**src/rtl/amtc_pkg.sv**
```systemverilog
// Constants for the modulator and test configuration registers.
// Assumes a 40 MHz clock, a 400 kHz control clock and an external serial front end.
package amtc_pkg;

   // ****************************************************************
   // Clock and timing
   // ****************************************************************
   localparam int          CLK_HZ          = 40_000_000;
   localparam int          PWM_55K_HZ      = 55_000;
   localparam int          PWM_110K_HZ     = 110_000;
   localparam int          PWM_220K_HZ     = 220_000;
   localparam logic [9:0]  PWM_DIV_55K     = 10'(CLK_HZ / PWM_55K_HZ);
   localparam logic [9:0]  PWM_DIV_110K    = 10'(CLK_HZ / PWM_110K_HZ);
   localparam logic [9:0]  PWM_DIV_220K    = 10'(CLK_HZ / PWM_220K_HZ);
   localparam int          CTRL_CLK_HZ     = 400_000;
   localparam int          FAST_FACTOR     = 100;
   localparam logic [9:0]  CTRL_DIV        = 10'(CLK_HZ / CTRL_CLK_HZ);
   localparam logic [9:0]  CTRL_DIV_FAST   = 10'(CLK_HZ / CTRL_CLK_HZ / FAST_FACTOR);
   localparam logic [2:0]  STRAP_SETTLE    = 3'h5;

   // ****************************************************************
   // Register map
   // ****************************************************************
   localparam logic [4:0]  MOD_CFG_ADDR    = 5'h05;
   localparam logic [4:0]  TEST_CFG_ADDR   = 5'h06;
   localparam int          MOD_SHUNT_BIT   = 0;
   localparam int          MOD_GAIN_HI_BIT = 2;
   localparam int          MOD_DAC_SYNC_BIT= 3;
   localparam int          MOD_SVR_BIT     = 4;
   localparam int          MOD_TRI_BIT     = 5;
   localparam int          MOD_RATE_LSB    = 6;
   localparam int          TST_ZC_BIT      = 0;
   localparam int          TST_RAMP_BIT    = 1;
   localparam int          TST_GATE_BIT    = 2;
   localparam int          TST_FAST_BIT    = 3;
   localparam logic [7:0]  MOD_MASK        = 8'hFD;
   localparam logic [7:0]  TEST_MASK       = 8'h0F;
   localparam logic [7:0]  MOD_RST_SERIAL  = 8'h41;
   localparam logic [7:0]  MOD_RST_STRAP   = 8'h60;
   localparam logic [7:0]  TEST_RST        = 8'h00;

   // Strap and settle sequence
   typedef enum logic [0:0] {ST_SETTLE, ST_RUN} amtc_state_e;

   // Switching period in clock cycles for a rate select code
   function automatic logic [9:0] rate_div(input logic [1:0] sel);
      case (sel)
         2'h0:    rate_div = PWM_DIV_55K;
         2'h2:    rate_div = PWM_DIV_220K;
         default: rate_div = PWM_DIV_110K;
      endcase
   endfunction

endpackage

```
**src/rtl/amtc_tick_gen.sv**
```systemverilog
// Programmable divider giving a one-cycle enable pulse.
// Assumes period is at least 1; a new period applies at the next reload.
`timescale 1ns/10ps
module amtc_tick_gen #(
   parameter int WIDTH = 10
) (
   input  wire logic             clk,
   input  wire logic             srst,
   input  wire logic [WIDTH-1:0] period,
   output logic                  tick
);

   logic [WIDTH-1:0] cnt_q;
   logic [WIDTH-1:0] cnt_d;
   logic             tick_q;
   logic             tick_d;

   // ****************************************************************
   // Down counter with reload
   // ****************************************************************
   always_comb begin
      tick_d = (cnt_q == '0);
      cnt_d  = tick_d ? period - WIDTH'(1) : cnt_q - WIDTH'(1);
   end

   // Register stage
   always_ff @(posedge clk) begin
      if (srst) begin
         cnt_q  <= '0;
         tick_q <= 1'b0;
      end else begin
         cnt_q  <= cnt_d;
         tick_q <= tick_d;
      end
   end

   assign tick = tick_q;

endmodule // amtc_tick_gen

```
**src/rtl/amtc_config_regs.sv**
```systemverilog
// Modulator and test configuration registers with strap loading.
// Assumes a serial front end giving subaddress, write and read strobes.
`timescale 1ns/10ps

// Summary of operation
// - Top two modulator bits pick PWM rate
// - Bit 3 locks modulator timing to DAC
// - Bit 4 turns on reference charging
// - Upper gain bit is modulator bit 2
// - Two gain bits pick four input gains
// - Gain bits load from strap pins at power-up
// - Test bit 0 puts XNOR terms on clip
// - Test bit 1 ramps compressor gain
// - Test bit 2 bypasses gate drive limit
// - Test bit 3 divides time constants by 100
// - Tristate fast mutes; leaving gives fast unmute
module amtc_config_regs
   import amtc_pkg::*;
(
   input  wire logic       clk,
   input  wire logic       srst,
   input  wire logic [4:0] reg_addr,
   input  wire logic       reg_wr,
   input  wire logic [7:0] reg_wdata,
   input  wire logic       reg_rd,
   output logic      [7:0] reg_rdata,
   input  wire logic       gain_hi_strap_pin,
   input  wire logic       gain_lo_strap_pin,
   input  wire logic       serial_mode_pin,
   input  wire logic       neg_input_level,
   input  wire logic       pos_input_level,
   input  wire logic       neg_output_level,
   input  wire logic       pos_output_level,
   input  wire logic       clip_normal,
   input  wire logic [4:0] comp_gain_normal,
   output logic      [1:0] pwm_rate_select,
   output logic            pwm_tick,
   output logic            modulator_tristate,
   output logic            dac_sync,
   output logic            mid_supply_reference,
   output logic            shunt_on,
   output logic            gain_select_hi,
   output logic            gain_select_lo,
   output logic            zero_cross_debug_out,
   output logic      [4:0] comp_gain,
   output logic            gate_drive_limit_bypass,
   output logic            fast_time,
   output logic            ctrl_tick,
   output logic            mute_fast_discharge,
   output logic            unmute_fast
);

   // ****************************************************************
   // Pin synchronisers, three stages with agreement filter
   // ****************************************************************
   logic [6:0] pin_in;
   logic [6:0] s1_q, s2_q, s3_q, filt_q, filt_d;
   assign pin_in = {pos_output_level, neg_output_level, pos_input_level, neg_input_level,
                    serial_mode_pin, gain_lo_strap_pin, gain_hi_strap_pin};
   // Accept a change once stages two and three agree
   always_comb begin
      filt_d = (s2_q & s3_q) | (filt_q & (s2_q ^ s3_q));
   end

   always_ff @(posedge clk) begin
      if (srst) begin
         s1_q   <= 7'h00;
         s2_q   <= 7'h00;
         s3_q   <= 7'h00;
         filt_q <= 7'h00;
      end else begin
         s1_q   <= pin_in;
         s2_q   <= s1_q;
         s3_q   <= s2_q;
         filt_q <= filt_d;
      end
   end

   // ****************************************************************
   // Register file and strap load
   // ****************************************************************
   amtc_state_e st_q, st_d;
   logic [2:0]  cnt_q, cnt_d;
   logic [7:0]  mod_q, mod_d, test_q, test_d, rdata_q, rdata_d;
   logic        gain_lo_q, gain_lo_d, unmute_q, unmute_d;
   logic        clip_q, clip_d, wr_ok;
   logic [4:0]  comp_q, comp_d;
   assign wr_ok = reg_wr && (st_q == ST_RUN);
   // Next register state
   always_comb begin
      st_d      = st_q;
      cnt_d     = cnt_q;
      mod_d     = mod_q;
      test_d    = test_q;
      gain_lo_d = gain_lo_q;
      rdata_d   = rdata_q;
      case (st_q)
         ST_SETTLE: begin
            cnt_d = cnt_q + 3'h1;
            if (cnt_q == STRAP_SETTLE) begin
               st_d  = ST_RUN;
               mod_d = filt_q[2] ? MOD_RST_SERIAL : MOD_RST_STRAP;
               mod_d[MOD_GAIN_HI_BIT] = filt_q[0];
               gain_lo_d = filt_q[1];
            end
         end
         ST_RUN: begin
            if (wr_ok && reg_addr == MOD_CFG_ADDR) begin
               mod_d = reg_wdata & MOD_MASK;
            end
            if (wr_ok && reg_addr == TEST_CFG_ADDR) begin
               test_d = reg_wdata & TEST_MASK;
            end
         end
         default: st_d = ST_SETTLE;
      endcase
      if (reg_rd) begin
         case (reg_addr)
            MOD_CFG_ADDR:  rdata_d = mod_q & MOD_MASK;
            TEST_CFG_ADDR: rdata_d = test_q & TEST_MASK;
            default:       rdata_d = 8'h00;
         endcase
      end
   end
   // Leaving tristate gives a one-cycle fast unmute pulse
   always_comb begin
      unmute_d = mod_q[MOD_TRI_BIT] & ~mod_d[MOD_TRI_BIT];
   end
   always_ff @(posedge clk) begin
      if (srst) begin
         st_q      <= ST_SETTLE;
         cnt_q     <= 3'h0;
         mod_q     <= MOD_RST_SERIAL;
         test_q    <= TEST_RST;
         gain_lo_q <= 1'b0;
         rdata_q   <= 8'h00;
         unmute_q  <= 1'b0;
      end else begin
         st_q      <= st_d;
         cnt_q     <= cnt_d;
         mod_q     <= mod_d;
         test_q    <= test_d;
         gain_lo_q <= gain_lo_d;
         rdata_q   <= rdata_d;
         unmute_q  <= unmute_d;
      end
   end

   // ****************************************************************
   // Rate dividers
   // ****************************************************************
   logic [9:0] pwm_period, ctrl_period;
   // Switching rate and control time base
   always_comb begin
      pwm_period  = rate_div(mod_q[MOD_RATE_LSB +: 2]);
      ctrl_period = test_q[TST_FAST_BIT] ? CTRL_DIV_FAST : CTRL_DIV;
   end

   amtc_tick_gen #(.WIDTH(10)) u_pwm_tick (
      .clk    (clk),
      .srst   (srst),
      .period (pwm_period),
      .tick   (pwm_tick)
   );
   amtc_tick_gen #(.WIDTH(10)) u_ctrl_tick (
      .clk    (clk),
      .srst   (srst),
      .period (ctrl_period),
      .tick   (ctrl_tick)
   );

   // ****************************************************************
   // Clip output and compressor gain
   // ****************************************************************
   always_comb begin
      clip_d = clip_normal;
      if (test_q[TST_ZC_BIT]) begin
         clip_d = (filt_q[3] ~^ filt_q[4]) | (filt_q[5] ~^ filt_q[6]);
      end
      comp_d = comp_gain_normal;
      if (test_q[TST_RAMP_BIT]) begin
         comp_d = ctrl_tick ? comp_q + 5'h01 : comp_q;
      end
   end
   always_ff @(posedge clk) begin
      if (srst) begin
         clip_q <= 1'b0;
         comp_q <= 5'h00;
      end else begin
         clip_q <= clip_d;
         comp_q <= comp_d;
      end
   end
   // Outputs straight from register bits
   assign reg_rdata               = rdata_q;
   assign pwm_rate_select         = mod_q[MOD_RATE_LSB +: 2];
   assign modulator_tristate      = mod_q[MOD_TRI_BIT];
   assign mute_fast_discharge     = mod_q[MOD_TRI_BIT];
   assign unmute_fast             = unmute_q;
   assign dac_sync                = mod_q[MOD_DAC_SYNC_BIT];
   assign mid_supply_reference    = mod_q[MOD_SVR_BIT];
   assign shunt_on                = mod_q[MOD_SHUNT_BIT];
   assign gain_select_hi          = mod_q[MOD_GAIN_HI_BIT];
   assign gain_select_lo          = gain_lo_q;
   assign zero_cross_debug_out    = clip_q;
   assign comp_gain               = comp_q;
   assign gate_drive_limit_bypass = test_q[TST_GATE_BIT];
   assign fast_time               = test_q[TST_FAST_BIT];

   // ****************************************************************
   // Checks
   // ****************************************************************
   logic [9:0] gap_q;
   logic [1:0] sel_prev_q;
   logic       seen_q, dirty_q, sel_chg;
   assign sel_chg = (sel_prev_q != pwm_rate_select);
   // Cycles between switching ticks, flagged if rate moved
   always_ff @(posedge clk) begin
      if (srst) begin
         gap_q      <= 10'h000;
         sel_prev_q <= 2'h0;
         seen_q     <= 1'b0;
         dirty_q    <= 1'b1;
      end else begin
         gap_q      <= pwm_tick ? 10'h000 : gap_q + 10'h001;
         sel_prev_q <= pwm_rate_select;
         seen_q     <= seen_q | pwm_tick;
         dirty_q    <= pwm_tick ? sel_chg : (dirty_q | sel_chg);
      end
   end
   property p_rate_period;
      @(posedge clk) disable iff (srst)
      (pwm_tick && seen_q && !dirty_q && !sel_chg) |->
         (gap_q == rate_div(pwm_rate_select) - 10'h001);
   endproperty
   a_rate_period: assert property (p_rate_period) else $error("pwm period wrong");
   property p_dac_sync;
      @(posedge clk) disable iff (srst)
      (wr_ok && reg_addr == MOD_CFG_ADDR) |=> (dac_sync == $past(reg_wdata[3]));
   endproperty
   a_dac_sync: assert property (p_dac_sync) else $error("dac sync not written");
   property p_svr;
      @(posedge clk) disable iff (srst)
      (wr_ok && reg_addr == MOD_CFG_ADDR) ##1 !reg_wr |=> (mid_supply_reference == $past(reg_wdata[4], 2));
   endproperty
   a_svr: assert property (p_svr) else $error("reference charge not held");
   property p_gain_hi_read;
      @(posedge clk) disable iff (srst)
      (reg_rd && reg_addr == MOD_CFG_ADDR) |=> (reg_rdata[2] == $past(gain_select_hi));
   endproperty
   a_gain_hi_read: assert property (p_gain_hi_read) else $error("gain bit readback");
   property p_strap;
      @(posedge clk) disable iff (srst)
      (st_q == ST_SETTLE && cnt_q == STRAP_SETTLE) |=>
         (gain_select_hi == $past(filt_q[0]) && gain_select_lo == $past(filt_q[1]));
   endproperty
   a_strap: assert property (p_strap) else $error("strap not loaded");
   property p_zc;
      @(posedge clk) disable iff (srst)
      test_q[TST_ZC_BIT] |=> (zero_cross_debug_out ==
         (($past(filt_q[3]) ~^ $past(filt_q[4])) | ($past(filt_q[5]) ~^ $past(filt_q[6]))));
   endproperty
   a_zc: assert property (p_zc) else $error("clip debug mux wrong");
   property p_ramp;
      @(posedge clk) disable iff (srst)
      (test_q[TST_RAMP_BIT] && ctrl_tick) |=> (comp_gain == $past(comp_gain) + 5'h01);
   endproperty
   a_ramp: assert property (p_ramp) else $error("gain ramp stalled");
   property p_gate;
      @(posedge clk) disable iff (srst)
      (wr_ok && reg_addr == TEST_CFG_ADDR) |=> (gate_drive_limit_bypass == $past(reg_wdata[2]));
   endproperty
   a_gate: assert property (p_gate) else $error("gate bypass not written");
   property p_fast;
      @(posedge clk) disable iff (srst)
      ($past(fast_time) && ctrl_tick) |=> ctrl_tick; // Reload under fast gives period one
   endproperty
   a_fast: assert property (p_fast) else $error("fast time base missing");
   property p_unmute;
      @(posedge clk) disable iff (srst)
      $fell(modulator_tristate) |-> unmute_fast ##1 !unmute_fast;
   endproperty
   a_unmute: assert property (p_unmute) else $error("unmute pulse wrong");
   property p_unused_zero;
      @(posedge clk) disable iff (srst)
      (reg_rd && reg_addr == TEST_CFG_ADDR) |=> (reg_rdata[7:4] == 4'h0);
   endproperty
   a_unused_zero: assert property (p_unused_zero) else $error("unused bits not zero");
   c_tristate_exit: cover property (@(posedge clk) disable iff (srst) $fell(modulator_tristate));
   c_rate_220k: cover property (@(posedge clk) disable iff (srst)
      pwm_tick && pwm_rate_select == 2'h2);
   c_ramp_run: cover property (@(posedge clk) disable iff (srst)
      test_q[TST_RAMP_BIT] && ctrl_tick);

endmodule // amtc_config_regs

```
**config.mk**
```make
export PLATFORM = sky130hd
export DESIGN_NAME = amtc_config_regs
export DESIGN_NICKNAME = d
export VERILOG_FILES = /design/src/rtl/amtc_pkg.sv /design/src/rtl/amtc_tick_gen.sv /design/src/rtl/amtc_config_regs.sv
export SDC_FILE = /design/constraint.sdc
export NUM_CORES = 1
export LEC_CHECK = 0
export ABC_AREA = 1
export BUFFER_PORTS_ARGS = -buffer_cell sky130_fd_sc_hd__buf_2
export CAP_MARGIN = 20
export CORE_MARGIN = 10
export CORE_UTILIZATION = 55
export DETAILED_ROUTE_END_ITERATION = 8
export GPL_ROUTABILITY_DRIVEN = 0
export PLACE_DENSITY = 0.78
export SYNTH_ARGS = -nofsm -noshare
export SYNTH_HDL_FRONTEND = slang
export SYNTH_SLANG_ARGS = --single-unit
```
**constraint.sdc**
```tcl
create_clock -name clk -period 2.4 [get_ports clk]
set_input_delay 0.48 -clock clk [delete_from_list [all_inputs] [get_ports clk]]
set_output_delay 0.48 -clock clk [all_outputs]
set_load 0.02 [all_outputs]
```
# [Word level (Yosys, flattened, before mapping)]
# Index checks and enable logic that the tools add are counted.
[totals] reg_bits=82 input_bits=30 out_inout_bits=28 wordCells=64
[classes] add_sub_neg=6 eq_ne=7 mux=14 bitwise=10 n_reduce_logical=9
[op_table] op="one-hot mux 8 bit (2 select lines)" n=2
[op_table] op="subtractor 10 x 1 -> 10 bit, second input constant" n=3
[op_table] op="zero test 10 bit" n=2
[op_table] op="two-way mux 10 bit" n=2
[op_table] op="one-hot mux 10 bit (2 select lines)" n=1
[op_table] op="two-way mux 8 bit" n=2
[op_table] op="bitwise AND 7 bit" n=2
[op_table] op="== test 5 x 3 -> 1 bit, second input constant" n=2
[op_table] op="two-way mux 5 bit" n=2
[op_table] op="subtractor 7 x 1 -> 8 bit, second input constant" n=1
[op_table] op="two-way mux 7 bit" n=1
[op_table] op="OR 7 bit" n=1
[op_table] op="bitwise XOR 7 bit" n=1
[op_table] op="two-way mux 6 bit" n=1
[op_table] op="AND reduction 2 bit" n=3
[op_table] op="adder 5 x 1 -> 5 bit, second input constant" n=1
[op_table] op="!= test 2 x 1 -> 1 bit, second input constant" n=2
[op_table] op="adder 3 x 1 -> 3 bit, second input constant" n=1
[op_table] op="== test 3 bit, second input constant" n=1
[op_table] op="logical AND 1 bit" n=3
[op_table] op="two-way mux 1 bit" n=3
[op_table] op="== test 2 bit, second input constant" n=1
[op_table] op="zero test 2 bit" n=1
[op_table] op="!= test 2 bit, second input constant" n=1
[op_table] op="other kinds (4)" n=6

# [Logic depth before layout (Yosys ltp)]
# Gate-level depths: netlist of run 1.
[logic_depth] depth_word=6 ltp_mapped=11 mapped_depth_nobuf=11

# [Modules after synthesis]
# From an unflattened synthesis of run 1, not the netlist that was laid out.
[hier_totals] cells_unflattened=508 area_unflattened_um2=3736.1
[modules_own_cells] mod="amtc_config_regs" n_inst=1 cells_per_inst=294 area_each_um2=2302.2 seq_area_each_um2=1181.1
[modules_own_cells] mod="amtc_tick_gen" n_inst=2 cells_per_inst=107 area_each_um2=716.9 seq_area_each_um2=220.2

# [Worst setup path after synthesis of run 1]
# OpenSTA, ideal clock, no wires.
[synth_path] path_type="reg2reg" startpoint="register u_pwm_tick.cnt_q[2]" endpoint="register u_pwm_tick.cnt_q[8]" setup_time_ns=0.116 arrival_ns=1.471 required_time_ns=2.284 slack_ns=0.813 stages_incl_launch_ff=12 n_path_buf=0 period_less_slack_ns=1.587 cell_sequence="dfxtp_1 -> nor2_2 -> nand3_2 -> nor2_4 -> nand2_1 -> o21ai_0 -> ha_1 -> nand3_2 -> nor2_2 -> nand2_1 -> nand2_1 -> a21oi_1"
[synth_via] elab_chain_len=2 word_cells_on_any_way=3 cone_classes="add/sub: 1; mux: 1; reduce/logical: 1"
[synth_rtl] item="start: declaration" line="amtc_tick_gen.sv:13" text="logic [WIDTH-1:0] cnt_q;"
[synth_rtl] item="start signal: assignment" line="amtc_tick_gen.sv:32" text="cnt_q <= cnt_d;"
[synth_rtl] item="subtractor 10 x 1 -> 10 bit or zero test 10 bit (tied branches)" line="amtc_tick_gen.sv:23, amtc_tick_gen.sv:22"
[synth_rtl] item="two-way mux 10 bit (*)" line="amtc_tick_gen.sv:23" text="cnt_d = tick_d ? period - WIDTH'(1) : cnt_q - WIDTH'(1);"
# Mark *: on every way between the ends. The rest lies on a longest branch, timed or not.
# A chain may end at the register's enable or synchronous reset.

# [Worst setup path in the final report of run 1]
# Same ends and word-level chain as after synthesis.

==> metrics, run 1 <==
clock latency on the worst-skew pair=0.35 ns; synth warn=0; first-pass GRT wire length=12,600 um; Psw=1.47 mW; Pwr Total=3.94 mW; Sequential Area=1620 um^2; I/O Pins=58; Layout Nets=539; HPWL Detailed=5560 um; Req. time, crit path=2.62 ns; Final Hold Viols=0; post-route setup slack=0.585 ns; Multi-input gate area=1470 um^2; syn avg cell area=7.80 um^2; synth top area cells=dfxtp_1 48%, inv_1 7.5%, nor2_1 7.4%, nand2_1 6.6%, a21oi_1 5.1%; main flop type after synthesis=dfxtp_1; largest net degree at the start of global routing=50; commonest non-fill, non-tap cell in the layout=dfxtp_1; pwr dens=1000 nW/um^2; Async SR Flop Fraction=0%; filler instances=508; Worst-path clk slew=0.08 ns; R2R Path Start=u_pwm_tick.cnt_q[2]; Final Core Density=66.2%; DP Cell Count=561; crit share post-route=75.6%; number of antenna diodes=0; CP Capture Type=flop; H-tree levels=3; setup TNS=0 ns; Rows=28; pre-CTS WS=0.599 ns; initial drt markers=86; Initial Util=57.2%; CTS buffer count=9; Leakage Power=1.91 nW; Yosys top cell area share=47.6%; synthesized instance count=437; min Tclk post-route=1.82 ns; DR DRC count=0; skew final=0.0113 ns; die height=98.7 um; TritonCTS Sinks=81; layout cells sized above 1=21.2%; Die X=98.7 um; Setup Buffers After CTS=0; crit-path max FO=7; Remaining Overflow, GRT=0; most frequent cells in the layout=81 x dfxtp_1, 68 x inv_1, 67 x nor2_1; Net Count, Synth=479; hold path cells=3; Gate power share=33.6%; core area=5960 um^2; CTS max path bufs=2; Sw Share=37.3%; Die ar.=9750 um^2; Worst Hold Class=in -> reg; FMAX=551 MHz; number of global-route vias before repair=2,826; CP Launch Type=flop; I/O Buffers=57; CTS Hold Bufs=0; GRT Overall Usage=15.4%; hold-critical path endpoint=s1_q[5]; Mapped Area=3410 um^2; FF+latch count, synth=81; Final setup viols=0; Post-synth EDFFs=0; final slew viol count=0; Worst-Margin Slew=0.499 ns; status=completed; drt pass-1 iters=4; reg2reg path depth=11; R2R setup slack=0.58 ns; number of vias per cell=4.98; Clk pwr share=24.9%; Root Buffer=clkbuf_8; Max-Cap Viols=0; Cell Count, Final, Fillers Out=576; internal power=2.47 mW; FF-to-FF End=u_pwm_tick.cnt_q[8]; initial antenna violation count=0; synthesis-to-layout area growth=15.6%; Flop pwr share=41.4%; Arrival @ worst endpoint=2.03 ns; Post-CTS Resized=0; CTS tree=yes; WL final=7340 um; Worst Path Class, Setup=reg -> reg; RSZ-0062 raised after global routing=false; total number of vias=2,866; Worst Min Path Start=neg_output_level; sequential share of the synthesized area=47.6%; Slew headroom=66.7%; Antenna Violating Nets Remaining=0; wire per inst=12.7 um; VDD IR-drop max=670 uV; Cell variety after synth=42; Yosys top cell by area=dfxtp_1
-- logic make-up (layout without fill, tap and decap cells) --
logic type / count (synthesis) / count (layout) / share of synthesized area [%]
flops: 81 / 81 / 47.6
compound gates: 77 / 77 / 12.5
buf+inv: 82 / 146 / 9.47
xor+xnor: 4 / 4 / 1.03
simple gates: 181 / 181 / 25.0
fa+ha+maj: 12 / 12 / 4.40
-- metal layers --
layer	share of wire, %	global-route usage [%]	wire, um	vias up
li1	-	-	-	1504
met1	45	18.2	3300	1286
met2	48	26.2	3540	69
met3	5.9	3.91	434	7
met4	0.80	5.73	59	0
met5	0	0	0	-
-- cells in the mapped netlist, types with 2 or more instances --
library cell / n
a31oi_1: 5
inv_1: 68
nand4_1: 3
nor3_1: 3
o21ai_0: 26
or2_2: 2
nor3_2: 2
nor2_4: 2
xnor2_1: 3
nand2_2: 11
o221ai_1: 3
nor2_2: 5
nor2_1: 67
dfxtp_1: 81
inv_2: 4
nand3_2: 3
clkbuf_1: 4
a21oi_1: 35
o211ai_1: 2
nand2_1: 60
nand3_1: 15
buf_2: 2
ha_1: 12
-- sequential cells by signal, indices dropped and copies added (netlist names), 7 cells and up --
| register | cells |
|---|---|
| u_ctrl_tick.cnt_q | 10 |
| reg_rdata | 8 |
| s1_q | 7 |
| mod_q | 7 |
| filt_q | 7 |
| s3_q | 7 |
| s2_q | 7 |
| u_pwm_tick.cnt_q | 10 |
-- area by class of cell --
type,instances,area share [%]
timing repair buffer,59,7.62
sequential,81,41.1
inverter,72,6.85
tap,75,2.38
clock buffer,10,3.24
multi-input combinational,274,37.2
clock inverter,5,1.62
-- per-stage QoR --
stage / hold WS [ns] / instance area (um^2)
after floorplan: 0.388 / 3410
after global routing: 0.331 / 3940
final: 0.325 / 3940
after detailed placement: 0.392 / 3750
after global placement: 0.389 / 3750
after CTS: 0.316 / 3940
-- worst max-delay path by stage --
stage,from,endpoint,slack (ns),depth (start not counted)
floorplan,u_pwm_tick.cnt_q[2],u_pwm_tick.cnt_q[8],0.81,11
global placement,u_pwm_tick.cnt_q[2],u_pwm_tick.cnt_q[8],0.68,11
detailed placement,u_pwm_tick.cnt_q[2],u_pwm_tick.cnt_q[6],0.60,11
CTS,u_pwm_tick.cnt_q[2],u_pwm_tick.cnt_q[6],0.58,11
global route,u_pwm_tick.cnt_q[2],u_pwm_tick.cnt_q[6],0.37,11
finish,u_pwm_tick.cnt_q[2],u_pwm_tick.cnt_q[8],0.58,11
-- power by group through the flow --
stage | clock [mW] | combinational (mW) | sequential [mW]
after detailed placement | 0 | 1.33 | 1.66
after floorplan | 0 | 1.05 | 1.67
after CTS | 1.00 | 1.33 | 1.63
after global placement | 0 | 1.29 | 1.65
final | 0.983 | 1.33 | 1.63
after global routing | 1.05 | 1.53 | 1.66
-- critical path: stages (launching register included) --
cell and delay, ns:
dfxtp_1 0.34, nor2_2 0.16, nand3_2 0.12, nor2_4 0.18, nand2_1 0.11, o21ai_0 0.09
ha_1 0.21, nand3_2 0.12, nor2_2 0.18, nand2_1 0.08, nand2_1 0.06, a21oi_1 0.05
No activity file was read; power rests on OpenSTA's default activity.
==> run 2, diff against run 1 <==
--- a/config.mk
+++ b/config.mk
@@ -5,14 +5,14 @@
 export SDC_FILE = /design/constraint.sdc
 export NUM_CORES = 1
 export LEC_CHECK = 0
-export ABC_AREA = 1
+export ABC_AREA = 0
 export BUFFER_PORTS_ARGS = -buffer_cell sky130_fd_sc_hd__buf_2
 export CAP_MARGIN = 20
 export CORE_MARGIN = 10
 export CORE_UTILIZATION = 55
 export DETAILED_ROUTE_END_ITERATION = 8
 export GPL_ROUTABILITY_DRIVEN = 0
-export PLACE_DENSITY = 0.78
+export PLACE_DENSITY = 0.79
 export SYNTH_ARGS = -nofsm -noshare
 export SYNTH_HDL_FRONTEND = slang
 export SYNTH_SLANG_ARGS = --single-unit
==> constraint.sdc (replaced) <==
create_clock -name clk -period 1.8 [get_ports clk]
set_input_delay 0.36 -clock clk [delete_from_list [all_inputs] [get_ports clk]]
set_output_delay 0.36 -clock clk [all_outputs]
set_load 0.02 [all_outputs]
==> run 2 against run 1 <==
Net effect:
- the flow now finishes with violations (negative setup slack)
- non-clock buffer count increased by 38
- global-route usage is 0.61 points higher
- critical path depth fell by 2
- hold slack worse by 0.11 ns
- cell count is 14% lower
- clock-buffer cell count rose by 1
- setup slack got worse by 0.87 ns
- flip-flop and latch count is the same
- clock power grew 44%
- sequential power is 37% higher
- largest cell class unchanged
==> metrics, run 2 <==
first-pass GRT wire length=11,700 um (-7.2%); final hold slack=0.212 ns (-0.114 ns); Synth top cells by count=81 x dfxtp_1, 45 x nor2_1, 23 x a21oi_1, 23 x nor2b_1, 13 x nand2_1; Leakage Power=1.77 nW (-7.8%); reg2reg path depth=9 (-2); cell breakdown of the critical path=nor4_4 -> and3_4 -> o21ai_2 -> nor2b_2 -> ha_2 -> or3b_4 -> buf_6 -> or3_1 -> a31oi_1; setup TNS=-0.872 ns (-0.872 ns); GRT Overall Usage=16.0% (+0.61 points); initial drt markers=113 (+31%); CTS max path bufs=2 (unchanged); Worst-Margin Slew=0.396 ns (-0.103 ns); Metal-1 WL=3230 um (-2.2%); Yosys top cell area share=51.2% (+3.6 points); Die X=95.9 um (-2.9%); synth warn=0 (unchanged); FF-to-FF End=u_pwm_tick.cnt_q[4]; Remaining Overflow, GRT=0 (unchanged); CTS tree=yes; Final setup viols=4 (+4); R2R setup slack=-0.29 ns (-0.87 ns); Antenna Violating Nets Remaining=0 (unchanged); post-route setup slack=-0.287 ns (-0.871 ns); drt pass-1 iters=4 (unchanged); R2R Path Start=u_pwm_tick.cnt_q[0]; delay-heaviest family, CP=simple AND/OR/NAND/NOR gates; H-tree levels=3 (unchanged); Req. time, crit path=2.07 ns (-0.55 ns); total number of vias=2,638 (-8.0%); CP Capture Point=u_pwm_tick.cnt_q[4]; CTS Hold Bufs=0 (unchanged); HPWL Detailed=5230 um (-6.0%); status=complete, but fails checks; min Tclk post-route=2.09 ns (+0.271 ns); Die ar.=9190 um^2 (-5.7%); main flop type after synthesis=dfxtp_1; number of antenna diodes=0 (unchanged); Net Count, Synth=366 (-24%); CP Launch Type=flop; Cell variety after synth=44 (+4.8%); clock latency on the worst-skew pair=0.35 ns (about the same); most common cell in the synthesized netlist=dfxtp_1; FF+latch count, synth=81 (unchanged); Async SR Flop Fraction=0% (unchanged); Yosys top cell by area=dfxtp_1; number of global-route vias before repair=2,515 (-11%); synthesized instance count=324 (-26%); die height=95.9 um (-2.9%); Final Hold Viols=0 (unchanged); met2 wire len=3360 um (-4.9%); Worst Hold Class=in -> reg; syn avg cell area=9.77 um^2 (+25%); crit share post-route=116% (+40 points); DR WL met3=589 um (+36%); largest net degree at the start of global routing=42 (-16%); Final Core Density=74.6% (+8.4 points); commonest non-fill, non-tap cell in the layout=dfxtp_1; CP Launch Point=u_pwm_tick.cnt_q[0]; WL final=7290 um (-0.68%); Slew headroom=73.6% (+6.9 points); Top Layer Used=met4; Arrival @ worst endpoint=2.36 ns (+0.33 ns); Rows=27 (-3.6%); wire per inst=14.7 um (+16%); CP Capture Type=flop; CP Buf/Inv Count=1 (+1); VDD IR-drop max=936 uV (+40%); Mapped Area=3170 um^2 (-7.1%); I/O Pins=58 (unchanged); pre-CTS WS=-0.367 ns (-0.966 ns); number of vias per cell=5.34 (+7.3%); pwr dens=1380 nW/um^2 (+38%); initial antenna violation count=0 (unchanged); RSZ-0062 raised after global routing=true; Root Buffer=clkbuf_8; core area=5540 um^2 (-7.0%); sequential share of the synthesized area=51.2% (+3.6 points); FMAX=479 MHz (-13%); Worst Path Class, Setup=reg -> reg; layout cells sized above 1=32.9% (+12 points); CTS buffer count=9 (unchanged); Post-synth EDFFs=0 (unchanged); I/O Buffers=57 (unchanged); Worst path slowest cell=or3b_4; DR DRC count=0 (unchanged); most frequent cells in the layout=71 x dfxtp_1, 57 x buf_2, 44 x nor2_1; Worst-path clk slew=0.08 ns (about the same); final slew viol count=0 (unchanged); Max-Cap Viols=0 (unchanged); synth top area cells=dfxtp_1 51%, nor2_1 5.3%, ha_1 4.7%, nor2b_1 4.5%, a21oi_1 3.6%; Layout Nets=459 (-15%); Initial Util=57.2% (-0.089 points); Max stage delay on crit path=0.41 ns (+0.07 ns); failing checks=negative setup slack; critical path depth in cells=9 (-2); TritonCTS Sinks=81 (unchanged); synthesis-to-layout area growth=30.6%; skew final=0.00925 ns (-0.00210 ns); crit-path max FO=4 (-3)
-- run 2: cell types whose count changed in the layout (fill, tap and decap cells not counted), sizes merged, moves of 7 or more --
cell | previous run | this run
nor4 | 0 | 8
nand2b | 0 | 7
o21ai | 26 | 6
nor2b | 0 | 23
nand3 | 19 | 7
mux2i | 0 | 11
a211oi | 0 | 11
buf | 59 | 97
nor2 | 75 | 45
a21oi | 36 | 23
inv | 74 | 6
nand2 | 72 | 13
-- run 2: power breakdown --
part           switching [mW]  internal, mW  total, mW
Combinational           0.961          1.10       2.06
Clock                   0.638         0.780       1.42
Sequential              0.196          2.04       2.23
Total                    1.79          3.91       5.71
-- run 2: logic make-up (layout without fill, tap and decap cells) --
group	Yosys count	count (layout)	share of synthesized area, %
muxes	11	11	3.48
buffers and inverters	21	119	2.69
DFF	81	81	51.2
xor gates and xnor gates	15	15	4.15
adders and majority gates	12	12	4.74
AOI/OAI and AO/OA	58	58	12.3
and+or+nand+nor	126	126	21.5
-- run 2: how the worst min path moves through the flow --
stage | slack, ns | from | endpoint | cells past startpoint
CTS | 0.20 | gain_hi_strap_pin | s1_q[0] | 2
detailed placement | 0.42 | s1_q[0] | s2_q[0] | 1
global route | 0.20 | gain_lo_strap_pin | s1_q[1] | 2
finish | 0.21 | neg_output_level | s1_q[5] | 2
global placement | 0.42 | s1_q[3] | s2_q[3] | 1
floorplan | 0.41 | s1_q[0] | s2_q[0] | 1
-- run 2: stage by stage --
stage / power, mW / instances / cell area, um^2
CTS: 5.59 / 492 / 4100
detailed placement: 4.05 / 473 / 3840
global placement: 3.99 / 473 / 3840
global route: 6.03 / 494 / 4140
floorplan: 3.41 / 324 / 3270
finish: 5.71 / 494 / 4140
-- run 2: area by class of cell --
cell class,instances,area (um^2)
flip-flops and latches,81,1630
multi-input cells,222,1560
fillers,391,1410
repair buffers,97,614
clock buffers,11,131
well taps,72,90.1
clock inverters,5,80.1
inverters,6,22.5
-- run 2: per-layer routing --
| metal | up-vias | GRT usage, % |
|---|---|---|
| met5 | - | 0 |
| met4 | 0 | 6.02 |
| met3 | 11 | 5.76 |
| met2 | 90 | 25.0 |
| met1 | 1212 | 19.8 |
| li1 | 1325 | - |
-- run 2: what timing repair did --
action,in CTS,in global routing
gates cloned,0,0
buffers inserted,3,2
pin swaps,3,2
hold endpoints to repair,0,0
setup endpoints to repair,5,9
resized for setup,10,2
==> run 3, diff against run 2 <==
--- a/config.mk
+++ b/config.mk
@@ -8,11 +8,12 @@
 export ABC_AREA = 0
 export BUFFER_PORTS_ARGS = -buffer_cell sky130_fd_sc_hd__buf_2
 export CAP_MARGIN = 20
+export CORE_ASPECT_RATIO = 0.7
 export CORE_MARGIN = 10
-export CORE_UTILIZATION = 55
+export CORE_UTILIZATION = 45
 export DETAILED_ROUTE_END_ITERATION = 8
 export GPL_ROUTABILITY_DRIVEN = 0
-export PLACE_DENSITY = 0.79
+export PLACE_DENSITY = 0.67
 export SYNTH_ARGS = -nofsm -noshare
 export SYNTH_HDL_FRONTEND = slang
 export SYNTH_SLANG_ARGS = --single-unit
==> run 3 against run 2 <==
Net effect:
- the flow still finishes with violations (negative setup slack)
- power shrank 3.4%
- largest power group unchanged
- register-to-register slack gained 0.05 ns
- largest cell class unchanged
- global-route usage shrank 2.4 points
- hold slack gained 0.0019 ns
- flip-flop and latch count is the same
==> metrics, run 3 (synthesized netlist as in run 2, its figures left out) <==
status=complete, but fails checks; failing checks=negative setup slack; Rows=25 (-7.4%); initial antenna violation count=0 (unchanged); Antenna Violating Nets Remaining=0 (unchanged); FMAX=492 MHz (+2.6%); RSZ-0062 raised after global routing=true; cell breakdown of the critical path=nor4_4 -> and3_4 -> o21ai_2 -> nor2b_1 -> ha_2 -> or3b_4 -> nor4_4 -> a211oi_1 -> a41o_1; Worst-Margin Slew=0.405 ns (+0.00907 ns); number of antenna diodes=0 (unchanged); first-pass GRT wire length=12,100 um (+3.0%); Cell Count, Final, Fillers Out=513 (+3.8%); wire per inst=14.3 um (-2.7%); Max-Cap Viols=0 (unchanged); crit share post-route=113% (-3.0 points); Gate power share=35.0% (-1.0 points); crit-path max FO=3 (-1); Pwr Total=5.51 mW (-3.4%); VDD IR-drop max=494 uV (-47%); GRT Overall Usage=13.6% (-2.4 points); Arrival @ worst endpoint=2.28 ns (-0.08 ns); Remaining Overflow, GRT=0 (unchanged); Slew headroom=73.0% (-0.61 points); post-route setup slack=-0.233 ns (+0.0533 ns); Clk pwr share=24.3% (-0.5 points); Req. time, crit path=2.05 ns (-0.02 ns); most frequent cells in the layout=72 x dfxtp_1, 57 x buf_2, 44 x nor2_1; Sw Share=32.6% (+1.1 points); Root Buffer=clkbuf_8; Die X=120 um (+25%); layout cells sized above 1=32.9% (about the same); I/O Buffers=57 (unchanged); pre-CTS WS=-0.352 ns (+0.0150 ns); Psw=1.80 mW (about the same); initial drt markers=213 (+88%); largest net degree at the start of global routing=39 (-7.1%); commonest non-fill, non-tap cell in the layout=dfxtp_1; synthesis-to-layout area growth=30.1%; I/O Pins=58 (unchanged); Initial Util=46.7% (-11 points); Leakage Power=1.74 nW (-1.6%); clock latency on the worst-skew pair=0.35 ns (about the same); Final Hold Viols=0 (unchanged); Layout Nets=456 (-0.65%); final slew viol count=0 (unchanged); H-tree levels=3 (unchanged); pwr dens=1340 nW/um^2 (-3.1%); min Tclk post-route=2.03 ns (-0.0533 ns); filler instances=600 (+53%); CP Buf/Inv Count=0 (-1); drt pass-1 iters=4 (unchanged); core area=6790 um^2 (+23%); CP most frequent cell=nor4_4; skew final=0.00644 ns (-0.00281 ns); Worst-path clk slew=0.09 ns (about the same); DP Cell Count=494 (+4.4%); CP Capture Type=flop; total number of vias=2,595 (-1.6%); Die ar.=10,800 um^2 (+18%); number of vias per cell=5.06 (-5.3%); CTS tree=yes; DR DRC count=0 (unchanged); WL final=7360 um (+1.0%); TritonCTS Sinks=81 (unchanged); CTS max path bufs=2 (unchanged); setup TNS=-0.685 ns (+0.187 ns); HPWL Detailed=5480 um (+4.8%); Sequential Area=1630 um^2 (about the same); CTS buffer count=9 (unchanged); delay-heaviest family, CP=simple AND/OR/NAND/NOR gates; Worst path slowest cell=or3b_4; CP Launch Type=flop; Worst Hold Class=in -> reg; Max stage delay on crit path=0.42 ns (about the same); internal power=3.72 mW (-5.0%); Multi-input gate area=1560 um^2 (unchanged); Flop pwr share=40.6% (+1.5 points); Final setup viols=3 (-1); die height=90.2 um (-5.9%); number of global-route vias before repair=2,363 (-6.0%); Worst Path Class, Setup=reg -> reg
==> run 3: layout make-up <==
class                           instances  area share [%]
Clock buffer                            9            3.01
Clock inverter                          7            1.91
Inverter                                6           0.546
Multi-Input combinational cell        222            37.9
Sequential cell                        81            39.6
Tap cell                               94            2.85
Timing Repair Buffer                   94            14.1
==> run 3: stage by stage <==
step                      hold slack [ns]  utilization, %  cell area, um^2
after floorplan                     0.414               -             3270
after global placement              0.417            56.8             3850
after detailed placement            0.427            56.8             3850
after CTS                           0.196            60.3             4090
after global routing                0.202            60.7             4120
final                               0.214            60.7             4120
==> run 3: what timing repair did <==
| action | 4_1_cts | 5_1_grt |
|---|---|---|
| pin swaps | 4 | 3 |
| hold buffers | 0 | 0 |
| setup buffers | 3 | 0 |
| gates resized for setup | 7 | 5 |
| endpoints found under the setup margin | 3 | 9 |
==> run 3: power by group through the flow <==
stage | combinational (mW) | sequential, mW | clock (mW)
2_1_floorplan | 1.11 | 2.30 | 0
3_3_place_gp | 1.74 | 2.26 | 0
6_report | 1.93 | 2.24 | 1.34
4_1_cts | 1.86 | 2.23 | 1.37
5_1_grt | 2.11 | 2.28 | 1.46
3_5_place_dp | 1.76 | 2.27 | 0
==> run 3: path summary, 6_finish.rpt <==
kind	from	endpoint	slack, ns	depth (start not counted)
min	gain_lo_strap_pin	s1_q[1]	0.21	2
min reg2reg	s1_q[1]	s2_q[1]	0.44	1
max	u_pwm_tick.cnt_q[0]	u_pwm_tick.cnt_q[8]	-0.23	9
max reg2reg	u_pwm_tick.cnt_q[0]	u_pwm_tick.cnt_q[8]	-0.23	9
==> run 3: routing by layer <==
layer  global-route usage, %  wire [um]
met3                    5.12        427
met4                    4.51         97
met1                    19.1       3790
met5                       0          0
met2                    18.2       3040
